===== config.mk =====
export PLATFORM = sky130hd
export DESIGN_NAME = vbs_top
export DESIGN_NICKNAME = d
export VERILOG_FILES = /design/src/rtl/vbs_pkg.sv /design/src/rtl/vbs_top.sv
export VERILOG_INCLUDE_DIRS = /design/src /design/src/rtl
export SDC_FILE = /design/constraint.sdc
export NUM_CORES = 1
export LEC_CHECK = 0
export BUFFER_PORTS_ARGS = -buffer_cell sky130_fd_sc_hd__buf_4
export CORE_MARGIN = 2
export CORE_UTILIZATION = 60
export CTS_CLUSTER_DIAMETER = 50
export DETAILED_ROUTE_END_ITERATION = 8
export PLACE_DENSITY = 0.81
export RECOVER_POWER = 100
export SLEW_MARGIN = 5
export SYNTH_ARGS = -nofsm -noshare
export SYNTH_HDL_FRONTEND = slang
export SYNTH_SLANG_ARGS = --single-unit

===== constraint.sdc =====
create_clock -name clk -period 8.8 [get_ports clk]
set_input_delay 1.32 -clock clk [delete_from_list [all_inputs] [get_ports clk]]
set_output_delay 1.32 -clock clk [all_outputs]
set_load 0.01 [all_outputs]

===== src/rtl/vbs_defs.svh =====
// constants for the video bus-share, raster and interrupt block
`ifndef VBS_DEFS_SVH
`define VBS_DEFS_SVH

// ==========================================================
// register offsets
`define VBS_OFF_CTRL_V 6'h11
`define VBS_OFF_RASTER 6'h12
`define VBS_OFF_PEN_X 6'h13
`define VBS_OFF_PEN_Y 6'h14
`define VBS_OFF_CTRL_H 6'h16
`define VBS_OFF_IRQ_LAT 6'h19
`define VBS_OFF_IRQ_EN 6'h1A

// ==========================================================
// field positions and reset values
`define VBS_FINE_MSB 2
`define VBS_DEN_BIT 4
`define VBS_RC8_BIT 7
`define VBS_SUM_BIT 7
`define VBS_LAT_RASTER 0
`define VBS_LAT_SDATA 1
`define VBS_LAT_SSPR 2
`define VBS_LAT_PEN 3
`define VBS_CTRL_V_RST 8'h00
`define VBS_CTRL_H_RST 8'h00
`define VBS_IRQ_EN_RST 4'h0
`define VBS_CMP_RST 9'h000
`define VBS_UNMAPPED 8'hFF

// ==========================================================
// raster window and cycle slots within a line
`define VBS_WIN_FIRST 9'h033
`define VBS_WIN_LAST 9'h0FB
`define VBS_RFR_FIRST 6'h0B
`define VBS_RFR_COUNT 6'h05
`define VBS_CHR_FIRST 6'h07
`define VBS_CHR_COUNT 6'h28
`define VBS_SPR_FIRST 6'h30
`define VBS_BA_LEAD 2'h3
`define VBS_IDLE_ADDR 14'h3FFF
`define VBS_RFR_HI 6'h3F
`define VBS_SPTR_HI 7'h7F

// ==========================================================
// timing
`define VBS_CLK_NS 10
`define VBS_HALF_CYCLE_NS 500
`define VBS_HALF_CYCLE_CLKS (`VBS_HALF_CYCLE_NS / `VBS_CLK_NS)

`endif


===== src/rtl/vbs_pkg.sv =====
// types for the video bus-share, raster and interrupt block
package vbs_pkg;
    // ==========================================================
    // kind of video memory access in the current phase
    typedef enum logic [4:0] {
        VBS_ACC_IDLE = 5'h01,
        VBS_ACC_RFR = 5'h02,
        VBS_ACC_CHR = 5'h04,
        VBS_ACC_SPTR = 5'h08,
        VBS_ACC_SDAT = 5'h10
    } vbs_acc_e;
endpackage : vbs_pkg


===== src/rtl/vbs_top.sv =====
// video bus sharing, dram refresh, raster compare, light pen and interrupt latches
`timescale 1ns/1ps
`default_nettype none
`include "vbs_defs.svh"

module vbs_top #(
    parameter int RASTER_LINES = 263,
    parameter bit MUXED = 1'b1
) (
    // clock and reset
    input wire logic clk,
    input wire logic rst,
    // video dot clock, sampled and edge detected; each rising edge advances the dot count
    input wire logic dot_clk,
    output logic phase_clk,
    // register port
    input wire logic cs_n,
    input wire logic rw,
    input wire logic [5:0] addr_in,
    output logic [5:0] addr_out,
    output logic addr_oe,
    input wire logic [7:0] data_in,
    output logic [7:0] data_out,
    output logic data_oe,
    // memory interface
    output logic [12:7] addr_hi_out,
    output logic [12:0] addr_direct,
    output logic ras_n,
    output logic cas_n,
    output logic address_drive_enable,
    output logic bus_available,
    // interrupt, open drain
    output logic irq_out,
    output logic irq_oe,
    // light pen and sprite side
    input wire logic pen_input_n,
    input wire logic [7:0] sprite_data_hits,
    input wire logic [7:0] sprite_sprite_hits,
    input wire logic [7:0] sprite_active,
    input wire logic [3:0] matrix_base,
    // beam state for the display side
    output logic [8:0] beam_x,
    output logic [8:0] raster_line,
    output logic [2:0] horizontal_fine_offset,
    output logic [2:0] vertical_fine_offset,
    output logic display_window,
    output logic bad_line
);

    // refuse parameter values that the counters and the access timing cannot serve
    if (RASTER_LINES < 252 || RASTER_LINES > 512) begin : g_bad_lines
        $error("RASTER_LINES must be in 252..512");
    end
    if (`VBS_HALF_CYCLE_CLKS < 4) begin : g_slow_clk
        $error("clock too slow for a half cycle access");
    end

    localparam logic [8:0] LAST_LINE = 9'(RASTER_LINES - 1);

    // does cycle c need a video phase-2 access
    function automatic logic need_p2(input logic [5:0] c, input logic bad, input logic [7:0] act);
        logic [5:0] rel;
        logic [5:0] crel;
        rel = c - `VBS_SPR_FIRST;
        crel = c - `VBS_CHR_FIRST;
        need_p2 = (bad && c >= `VBS_CHR_FIRST && crel < `VBS_CHR_COUNT)
            || (c >= `VBS_SPR_FIRST && act[rel[3:1]]);
    endfunction : need_p2

    // ==========================================================
    // beam counters
    logic dot_prev_q;
    logic [8:0] h_q;
    logic [8:0] line_q;
    logic [8:0] line_next;
    logic tick;
    logic phase_end;
    logic line_end;
    logic frame_start;
    logic [5:0] cyc;
    logic phi0;
    logic [1:0] dot;

    assign tick = dot_clk & ~dot_prev_q;
    assign cyc = h_q[8:3];
    assign phi0 = h_q[2];
    assign dot = h_q[1:0];
    assign phase_end = tick && dot == 2'h3;
    assign line_end = tick && h_q == 9'h1FF;
    assign line_next = (line_q == LAST_LINE) ? 9'h000 : 9'(line_q + 9'h001);
    assign frame_start = line_end && line_q == LAST_LINE;

    // dot position and raster line, phase clock is bit 2 of the dot count
    always_ff @(posedge clk or posedge rst) begin
        if (rst) begin
            dot_prev_q <= 1'b0;
            h_q <= 9'h000;
            line_q <= 9'h000;
        end else begin
            dot_prev_q <= dot_clk;
            if (tick) begin
                h_q <= 9'(h_q + 9'h001);
            end
            if (line_end) begin
                line_q <= line_next;
            end
        end
    end

    assign phase_clk = phi0;
    assign beam_x = h_q;
    assign raster_line = line_q;

    // ==========================================================
    // control registers
    logic [7:0] ctrl_v_q;
    logic [7:0] ctrl_h_q;
    logic [8:0] cmp_q;
    logic [3:0] en_q;
    logic [3:0] lat_q;
    logic [3:0] lat_set;
    logic [3:0] lat_clr;
    logic irq_sum;

    assign vertical_fine_offset = ctrl_v_q[`VBS_FINE_MSB:0];
    assign horizontal_fine_offset = ctrl_h_q[`VBS_FINE_MSB:0];
    assign display_window = line_q >= `VBS_WIN_FIRST && line_q <= `VBS_WIN_LAST;
    assign bad_line = ctrl_v_q[`VBS_DEN_BIT] && display_window
        && line_q[2:0] == vertical_fine_offset;

    // ==========================================================
    // bus arbitration
    logic bus_avail_q;
    logic [1:0] ba_cnt_q;
    logic [5:0] cyc_nx;
    logic ba_low_nx;
    logic take_p2;
    logic aec;

    assign cyc_nx = 6'(cyc + 6'h01);
    // look four cycles ahead so the processor gets three phase-2 periods
    assign ba_low_nx = need_p2(cyc_nx, bad_line, sprite_active)
        || need_p2(6'(cyc_nx + 6'h01), bad_line, sprite_active)
        || need_p2(6'(cyc_nx + 6'h02), bad_line, sprite_active)
        || need_p2(6'(cyc_nx + 6'h03), bad_line, sprite_active);
    assign take_p2 = need_p2(cyc, bad_line, sprite_active) && ba_cnt_q == `VBS_BA_LEAD;
    assign aec = phi0 ? ~take_p2 : 1'b0;

    // bus-available changes only as phase 1 begins; count phase-2 ends while low
    always_ff @(posedge clk or posedge rst) begin
        if (rst) begin
            bus_avail_q <= 1'b1;
            ba_cnt_q <= 2'h0;
        end else if (tick && h_q[2:0] == 3'h7) begin
            bus_avail_q <= ~ba_low_nx;
            if (!ba_low_nx) begin
                ba_cnt_q <= 2'h0;
            end else if (!bus_avail_q && ba_cnt_q != `VBS_BA_LEAD) begin
                ba_cnt_q <= 2'(ba_cnt_q + 2'h1);
            end
        end
    end

    assign bus_available = bus_avail_q;
    assign address_drive_enable = aec;

    // ==========================================================
    // access kind and video address
    vbs_pkg::vbs_acc_e acc;
    logic [5:0] rel_spr;
    logic [5:0] rel_rfr;
    logic [2:0] spr_idx;
    logic in_spr;
    logic [13:0] vaddr;
    logic [7:0] rfc_q;
    logic [9:0] vc_q;
    logic [7:0] spr_ptr_q [8];
    logic [5:0] spr_mc_q [8];

    assign rel_spr = cyc - `VBS_SPR_FIRST;
    assign rel_rfr = cyc - `VBS_RFR_FIRST;
    assign spr_idx = rel_spr[3:1];
    assign in_spr = cyc >= `VBS_SPR_FIRST;

    // classify the access of the current phase
    always_comb begin
        acc = vbs_pkg::VBS_ACC_IDLE;
        if (!phi0) begin
            if (cyc >= `VBS_RFR_FIRST && rel_rfr < `VBS_RFR_COUNT) begin
                acc = vbs_pkg::VBS_ACC_RFR;
            end else if (in_spr && !rel_spr[0]) begin
                acc = vbs_pkg::VBS_ACC_SPTR;
            end else if (in_spr && sprite_active[spr_idx]) begin
                acc = vbs_pkg::VBS_ACC_SDAT;
            end
        end else if (take_p2) begin
            if (in_spr) begin
                acc = vbs_pkg::VBS_ACC_SDAT;
            end else begin
                acc = vbs_pkg::VBS_ACC_CHR;
            end
        end
    end

    // address for the chosen access
    always_comb begin
        vaddr = `VBS_IDLE_ADDR;
        case (acc)
            vbs_pkg::VBS_ACC_RFR: vaddr = {`VBS_RFR_HI, rfc_q};
            vbs_pkg::VBS_ACC_CHR: vaddr = {matrix_base, vc_q};
            vbs_pkg::VBS_ACC_SPTR: vaddr = {matrix_base, `VBS_SPTR_HI, spr_idx};
            vbs_pkg::VBS_ACC_SDAT: vaddr = {spr_ptr_q[spr_idx], spr_mc_q[spr_idx]};
            default: vaddr = `VBS_IDLE_ADDR;
        endcase
    end

    // refresh row, matrix position, sprite pointers and byte counters
    always_ff @(posedge clk or posedge rst) begin
        if (rst) begin
            rfc_q <= 8'hFF;
            vc_q <= 10'h000;
            for (int i = 0; i < 8; i++) begin
                spr_ptr_q[i] <= 8'h00;
                spr_mc_q[i] <= 6'h00;
            end
        end else begin
            if (phase_end && acc == vbs_pkg::VBS_ACC_RFR) begin
                rfc_q <= 8'(rfc_q - 8'h01);
            end
            if (frame_start) begin
                vc_q <= 10'h000;
            end else if (phase_end && acc == vbs_pkg::VBS_ACC_CHR) begin
                vc_q <= 10'(vc_q + 10'h001);
            end
            for (int i = 0; i < 8; i++) begin
                if (!sprite_active[i]) begin
                    spr_mc_q[i] <= 6'h00;
                end else if (phase_end && acc == vbs_pkg::VBS_ACC_SDAT && spr_idx == 3'(i)) begin
                    spr_mc_q[i] <= 6'(spr_mc_q[i] + 6'h01);
                end
                if (phase_end && acc == vbs_pkg::VBS_ACC_SPTR && spr_idx == 3'(i)) begin
                    spr_ptr_q[i] <= data_in;
                end
            end
        end
    end

    // ==========================================================
    // dram strobes and address pins, each access inside one 500 ns phase
    logic strobe_on;
    logic col_sel;

    assign strobe_on = MUXED && (phi0 || acc != vbs_pkg::VBS_ACC_IDLE);
    assign col_sel = dot[1];
    assign ras_n = ~(strobe_on && dot != 2'h0);
    assign cas_n = ~(strobe_on && col_sel);
    assign addr_out = (MUXED && col_sel) ? vaddr[13:8] : vaddr[5:0];
    assign addr_hi_out = vaddr[12:7];
    assign addr_direct = vaddr[12:0];
    assign addr_oe = ~aec;

    // ==========================================================
    // register port
    logic access_ok;
    logic wr_stb;
    logic [7:0] rd_mux;
    logic [7:0] data_out_q;
    logic [7:0] pen_x_q;
    logic [7:0] pen_y_q;

    assign access_ok = aec && phi0 && !cs_n;
    assign wr_stb = access_ok && !rw && tick && h_q[2:0] == 3'h7;
    assign lat_clr = (wr_stb && addr_in == `VBS_OFF_IRQ_LAT) ? data_in[3:0] : 4'h0;
    assign irq_sum = |(lat_q & en_q);

    // read decode
    always_comb begin
        if (addr_in == `VBS_OFF_CTRL_V) begin
            rd_mux = {line_q[8], ctrl_v_q[6:0]};
        end else if (addr_in == `VBS_OFF_RASTER) begin
            rd_mux = line_q[7:0];
        end else if (addr_in == `VBS_OFF_PEN_X) begin
            rd_mux = pen_x_q;
        end else if (addr_in == `VBS_OFF_PEN_Y) begin
            rd_mux = pen_y_q;
        end else if (addr_in == `VBS_OFF_CTRL_H) begin
            rd_mux = ctrl_h_q;
        end else if (addr_in == `VBS_OFF_IRQ_LAT) begin
            rd_mux = {irq_sum, 3'h0, lat_q};
        end else if (addr_in == `VBS_OFF_IRQ_EN) begin
            rd_mux = {4'h0, en_q};
        end else begin
            rd_mux = `VBS_UNMAPPED;
        end
    end

    // register writes, taken as phase 2 ends
    always_ff @(posedge clk or posedge rst) begin
        if (rst) begin
            ctrl_v_q <= `VBS_CTRL_V_RST;
            ctrl_h_q <= `VBS_CTRL_H_RST;
            cmp_q <= `VBS_CMP_RST;
            en_q <= `VBS_IRQ_EN_RST;
            data_out_q <= 8'h00;
        end else begin
            data_out_q <= rd_mux;
            if (wr_stb && addr_in == `VBS_OFF_CTRL_V) begin
                ctrl_v_q <= data_in;
                cmp_q[8] <= data_in[`VBS_RC8_BIT];
            end
            if (wr_stb && addr_in == `VBS_OFF_RASTER) begin
                cmp_q[7:0] <= data_in;
            end
            if (wr_stb && addr_in == `VBS_OFF_CTRL_H) begin
                ctrl_h_q <= data_in;
            end
            if (wr_stb && addr_in == `VBS_OFF_IRQ_EN) begin
                en_q <= data_in[3:0];
            end
        end
    end

    assign data_out = data_out_q;
    assign data_oe = access_ok && rw;

    // ==========================================================
    // light pen, collisions and interrupt latches
    logic pen_prev_q;
    logic pen_armed_q;
    logic pen_take;
    logic sd_any_q;
    logic ss_any_q;

    assign pen_take = pen_prev_q && !pen_input_n && pen_armed_q;
    assign lat_set[`VBS_LAT_RASTER] = line_end && line_next == cmp_q;
    assign lat_set[`VBS_LAT_SDATA] = (|sprite_data_hits) && !sd_any_q;
    assign lat_set[`VBS_LAT_SSPR] = (|sprite_sprite_hits) && !ss_any_q;
    assign lat_set[`VBS_LAT_PEN] = pen_take;

    // pen capture once per frame; latches with set winning over clear
    always_ff @(posedge clk or posedge rst) begin
        if (rst) begin
            pen_prev_q <= 1'b1;
            pen_armed_q <= 1'b1;
            pen_x_q <= 8'h00;
            pen_y_q <= 8'h00;
            sd_any_q <= 1'b0;
            ss_any_q <= 1'b0;
            lat_q <= 4'h0;
        end else begin
            pen_prev_q <= pen_input_n;
            if (frame_start) begin
                pen_armed_q <= 1'b1;
            end else if (pen_take) begin
                pen_armed_q <= 1'b0;
            end
            if (pen_take) begin
                pen_x_q <= h_q[8:1];
                pen_y_q <= line_q[7:0];
            end
            sd_any_q <= |sprite_data_hits;
            ss_any_q <= |sprite_sprite_hits;
            lat_q <= (lat_q & ~lat_clr) | lat_set;
        end
    end

    assign irq_out = 1'b0;
    assign irq_oe = irq_sum;
endmodule : vbs_top
`default_nettype wire


# == Yosys cells after proc, flatten, opt, wreduce, memory -nomap -nowiden ==
# Cells that the tools add are included.
# word_totals
input_bits,48
ff_bits,212
# op_classes
n_lt_le_gt_ge,25
bitwise,12
n_reduce_logical,88
mux,56
eq_ne,36
n_addsub,28
# ops
operator,count
2-to-1 mux 6 bit,19
2-to-1 mux 8 bit,9
logical AND 1 bit,64
"adder 6 x 1 -> 6 bit, second input constant",10
case mux 14 bit (4 select lines),1
"equality test 6 x 5 -> 1 bit, second input constant",7
"greater-or-equal comparator 6 x 3 -> 1 bit, second input constant",5
"greater-or-equal comparator 6 bit, second input constant",5
"< comparator 6 bit, second input constant",5
2-to-1 mux 5 bit,6
"subtractor 6 x 3 -> 6 bit, second input constant",5
binary-select mux 8 bit (select 3 bit),1
"< comparator 3 x 4 -> 1 bit, second input constant",5
2-to-1 mux 10 bit,2
"subtractor 4 x 1 -> 4 bit, second input constant",5
"adder 9 x 1 -> 9 bit, second input constant",2
binary-select mux 6 bit (select 3 bit),1
"equality test 9 bit, second input constant",2
"!= test 2 x 1 -> 1 bit, second input constant",9
OR reduction 8 bit,2
binary-select mux 1 bit (select 3 bit),5
"equality test 3 bit, second input constant",5
"adder 6 x 2 -> 6 bit, second input constant",2
"adder 10 x 1 -> 10 bit, second input constant",1
35 further kinds,67

# == Longest topological paths before layout ==
# logic_depth
word_depth,20
depth_mapped,16

# == Worst setup path before layout ==
# No wires, ideal clock.
# synth_timing
path_kind,input to output
startpoint,in sprite_active[7]
endpoint,out addr_hi_out[7] in the netlist's numbering
required_time_ns,7.480
arrival_time_ns,3.348
path_stages,9
path_slack_ns,4.132
cell_sequence,mux4_2 -> mux2i_1 -> nor2_1 -> o22ai_2 -> buf_2 -> buf_2 -> o21ai_0 -> a221o_1 -> buf_4
# synth_between
elab_chain_cells,9
# synth_rtl
item,line_no,rtl
"start, declared",vbs_top.sv:39,"input wire logic [7:0] sprite_active,"
binary-select mux 1 bit (select 3 bit) (*),"vbs_top.sv:67, vbs_top.sv:193",
2-to-1 mux 1 bit (implied by the code) (*),"vbs_top.sv:67, vbs_top.sv:193",
logical AND 1 bit (*),"vbs_top.sv:67, vbs_top.sv:193",
2-to-1 mux 5 bit / logical OR 1 bit (equally long branches),"vbs_top.sv:193, vbs_top.sv:66",
2-to-1 mux 5 bit / logical AND 1 bit (equally long branches),--,
2-to-1 mux 5 bit (on tied branches),"vbs_top.sv:189, vbs_top.sv:196",
2-to-1 mux 5 bit (*),vbs_top.sv:188,if (!phi0) begin
"equality test 5 bit, or another cell as far along",vbs_top.sv:208,case (acc)
case mux 14 bit (4 select lines) (*),vbs_top.sv:208,
"end, declared",vbs_top.sv:26,"output logic [12:7] addr_hi_out,"
# Every way passes the cells marked *; elsewhere a longest branch is shown, timed or not. The select of a mux whose other input is x is not followed.

# == Worst setup path after layout ==
# layout_timing
startpoint,"reg h_q[5], in the netlist beam_x[5]"
endpoint,out addr_direct[6]
# layout_between
elab_chain_cells,10
# layout_rtl
item,line_no,rtl
"start, declared",vbs_top.sv:73,logic [8:0] h_q;
"start signal, assigned",vbs_top.sv:102,h_q <= 9'(h_q + 9'h001);
"parallel branches: the longest is 9 deep, another holds subtractor 6 x 3 -> 6 bit",--,
case mux 14 bit (4 select lines) (*),vbs_top.sv:208,
"end, declared",vbs_top.sv:27,"output logic [12:0] addr_direct,"
# Mark *: on every way between the ends. The select of a mux whose other input is x is not followed.

==> metrics.cfg <==
[outcome]
outcome = finished with violations
violations = capacitance limit, slew limit

[sta]
setup_viol_count_final = 0
clock_skew_ns = 0.00906
worst_pin_slew_ns = 4.83
period_needed_ns = 6.99
whs_ns = 0.492
report.final.slew_viol_count = 268
max_slew_margin_pct = -224
hold_viol = 0
timing.final.crit_share_pct = 79.4
rsz0062_at_grt = no
max_clock_freq_ghz = 0.143
tns_ns = 0

[pwr]
switching_share_pct = 31.0
leakagePower_nw = 5.93
p_int_mw = 1.84
clkPwrFrac_pct = 39.3
power_per_cell_area_nw_per_um2 = 196
combinationalPowerShare_pct = 21.3
peakVddDrop_v = 0.000131
p_sw_mw = 0.827
p_seq_share_pct = 39.4

[routing]
totalWireLength_mm = 32.4
vias = 9637
drc_errors = 0
first_pass_iters = 5
ant_nets = 0
drt_iter0_markers = 993
vias_per_cell = 6.44
avgRoutedWirePerCell_um = 21.6

[synth]
synth-seq-area-share_pct = 43.2
synth_edf_count = 0
syn-num-nets = 1221
synthFlopType = dfrtp_1
synth_cell_types = 79
async_flop_share_pct = 100
synth_cells = 1150
syn_area_per_cell_um2 = 10.7
synth_area_um2 = 12300
ys_ff_latch = 212
yosysWarnings = 0

[floorplan]
rows = 52
initial_core_util_pct = 61.1
core_area_um2 = 20200
pin_count = 116
die_h_um = 147
dieArea_um2 = 21700
die_x_um = 147

[worst_setup_path]
timing.reg2reg.worst_path_depth = 13
critPathMaxFanout = 41
ff2ff_setup_slack_ns = 1.93
end_kind = output pin
reg2reg_to = ba_cnt_q[1]
critPathCapture = addr_direct[6]
crit_start = beam_x[5]
criticalPathCategory = reg -> out
cp-start-kind = register
required_ns = 7.48
cp_data_arrival_time_ns = 5.67
r2r-start = beam_x[4]

[clock_network]
root_buffer = clkbuf_16
cts-hold-fix-buffers = 0
clock_path_buffers = 3
path_clk_slew_ns = 0.06
insertion_delay_ns = 0.54
cts_resized = 0
numCtsBuffers = 25
htreeDepth = 1
cts_tree = built
cts_setup_buffers = 0
clock-sinks = 212

[min_path]
hold_path.class = reg -> reg

[global_routing]
grt_pass1_wl_mm = 52.0
antenna_found_initial = 0
grt_max_degree = 109
overflow = 0
grt_usage_pct = 30.2
grt_pass1_vias = 9441

[finish]
flow.area_growth_from_synthesis_pct = 10.6
drive_gt1_share_pct = 21.2
n_fill_cell = 1572
final_nets = 1279
antenna_cells = 0

[place]
port_buffers = 114
globalplace.congestion = 0.989
dpl.hpwl_mm = 22.2

[flow_run]
maxCapViolations = 9

==> critical path, cell delays in order (launching register included) <==
cell and delay, ns:
dfrtp_2 0.64, clkbuf_1 1.69, nand3_1 0.27, o221ai_1 0.40, a21oi_1 0.12, o21ai_1 0.53
nand2_1 0.30, nor2_1 0.46, o21ai_0 0.18, a221o_1 0.38, clkbuf_1 0.16
==> flip-flops by register name (all words and copies together), names as in the netlist, 7 cells and up <==
register	flops
spr_ptr_q	64
spr_mc_q	48
vc_q	10
beam_x	9
cmp_q	9
raster_line	9
ctrl_h_q	8
data_out	8
pen_x_q	8
pen_y_q	8
rfc_q	8
ctrl_v_q	7
==> area by class of cell <==
type	instances	area, µm²	area share, %
flip-flops and latches	212	5320	39.1
clock buffers	33	666	4.88
well taps	270	338	2.48
inverters	22	83.8	0.615
multi-input cells	825	6410	47.0
clock inverters	13	166	1.22
repair buffers	122	646	4.74
==> power by group through the flow <==
stage | sequential (mW) | combinational [mW] | clock [mW]
final | 1.05 | 0.569 | 1.05
after global routing | 1.05 | 0.613 | 1.10
after floorplan | 1.03 | 0.426 | 0
after CTS | 1.05 | 0.629 | 1.05
after detailed placement | 1.06 | 0.625 | 0
after global placement | 1.07 | 0.618 | 0
==> metal layers <==
layer	track usage [%]	vias to the layer above	share of wire (%)
li1	-	4256	-
met1	44.9	4825	43
met2	45.8	481	45
met3	4.91	75	8.9
met4	9.57	0	2.9
met5	0	-	0
==> logic make-up after synthesis <==
| family | after synthesis | synth area share, % |
|---|---|---|
| other | 1 | 0.0304 |
| buffers and inverters | 113 | 4.15 |
| DFF | 212 | 43.2 |
| and+or+nand+nor | 364 | 15.6 |
| AOI/OAI and AO/OA | 173 | 9.11 |
| xor gates and xnor gates | 93 | 6.78 |
| muxes | 171 | 18.8 |
| adders and majority gates | 23 | 2.33 |
==> how the worst min path moves through the flow <==
| stage | cells after the start | start | endpoint | slack, ns |
|---|---|---|---|---|
| 6_report | 2 | pen_y_q[0] | pen_y_q[0] | 0.49 |
| 4_1_cts | 2 | pen_y_q[0] | pen_y_q[0] | 0.49 |
| 3_3_place_gp | 2 | pen_y_q[2] | pen_y_q[2] | 0.47 |
| 5_1_grt | 2 | pen_y_q[2] | pen_y_q[2] | 0.51 |
| 2_1_floorplan | 1 | spr_mc_q[41] | spr_mc_q[41] | 0.44 |
| 3_5_place_dp | 2 | pen_y_q[0] | pen_y_q[0] | 0.48 |
==> synthesized netlist by cell type, types with 6 or more instances <==
library cell | number | area (µm²)
a21oi_1 | 24 | 120
a22oi_1 | 15 | 113
and2_1 | 33 | 206
and3_1 | 9 | 56.3
buf_1 | 9 | 33.8
buf_2 | 22 | 110
buf_4 | 14 | 105
clkbuf_1 | 45 | 169
dfrtp_1 | 201 | 5030
dfstp_2 | 11 | 289
ha_1 | 23 | 288
inv_1 | 22 | 82.6
mux2_2 | 106 | 1190
mux2i_1 | 26 | 260
mux4_2 | 38 | 856
nand2_1 | 99 | 372
nand2b_1 | 7 | 43.8
nand3_1 | 34 | 170
nand3b_1 | 6 | 45.0
nand4_1 | 25 | 156
nor2_1 | 64 | 240
nor2b_1 | 10 | 62.6
nor3_1 | 18 | 90.1
nor4_1 | 13 | 81.3
o21ai_0 | 65 | 325
o22ai_1 | 12 | 75.1
or2_2 | 6 | 37.5
or3_1 | 11 | 68.8
xnor2_1 | 54 | 473
xor2_1 | 37 | 324
==> cell usage in the layout (no fill, tap or decap), drive strengths merged, types with 4 or more instances in the layout <==
| master | n |
|---|---|
| nor3 | 22 |
| clkinv | 8 |
| a21oi | 24 |
| inv | 23 |
| o31ai | 4 |
| or2 | 6 |
| mux2i | 26 |
| o21ai | 66 |
| nand3b | 6 |
| ha | 23 |
| mux4 | 38 |
| xnor2 | 55 |
| buf | 46 |
| and2 | 34 |
| dfstp | 11 |
| and3 | 9 |
| or3 | 11 |
| nand2b | 7 |
| mux2 | 107 |
| a211oi | 4 |
| a21boi | 7 |
| clkbuf | 109 |
| o22ai | 13 |
| a21o | 5 |
| nor2b | 10 |
| xor2 | 37 |
| dfrtp | 201 |
| nand4 | 25 |
| nand2 | 101 |
| a22oi | 15 |
| nor4 | 18 |
| nor2 | 65 |
| nand3 | 34 |
==> through the flow <==
step	cells	cell area (µm²)	total power [mW]	utilization, %	setup WS, ns
3_3_place_gp	1451	13200	1.68	65.3	3.37
3_5_place_dp	1451	13200	1.69	65.3	3.31
4_1_cts	1497	14000	2.73	69.4	2.91
6_report	1497	13600	2.67	67.6	1.81
2_1_floorplan	1150	12300	1.46	-	1.70
5_1_grt	1497	13600	2.77	67.6	1.35
Note: power is estimated with default switching activity, not from simulation.
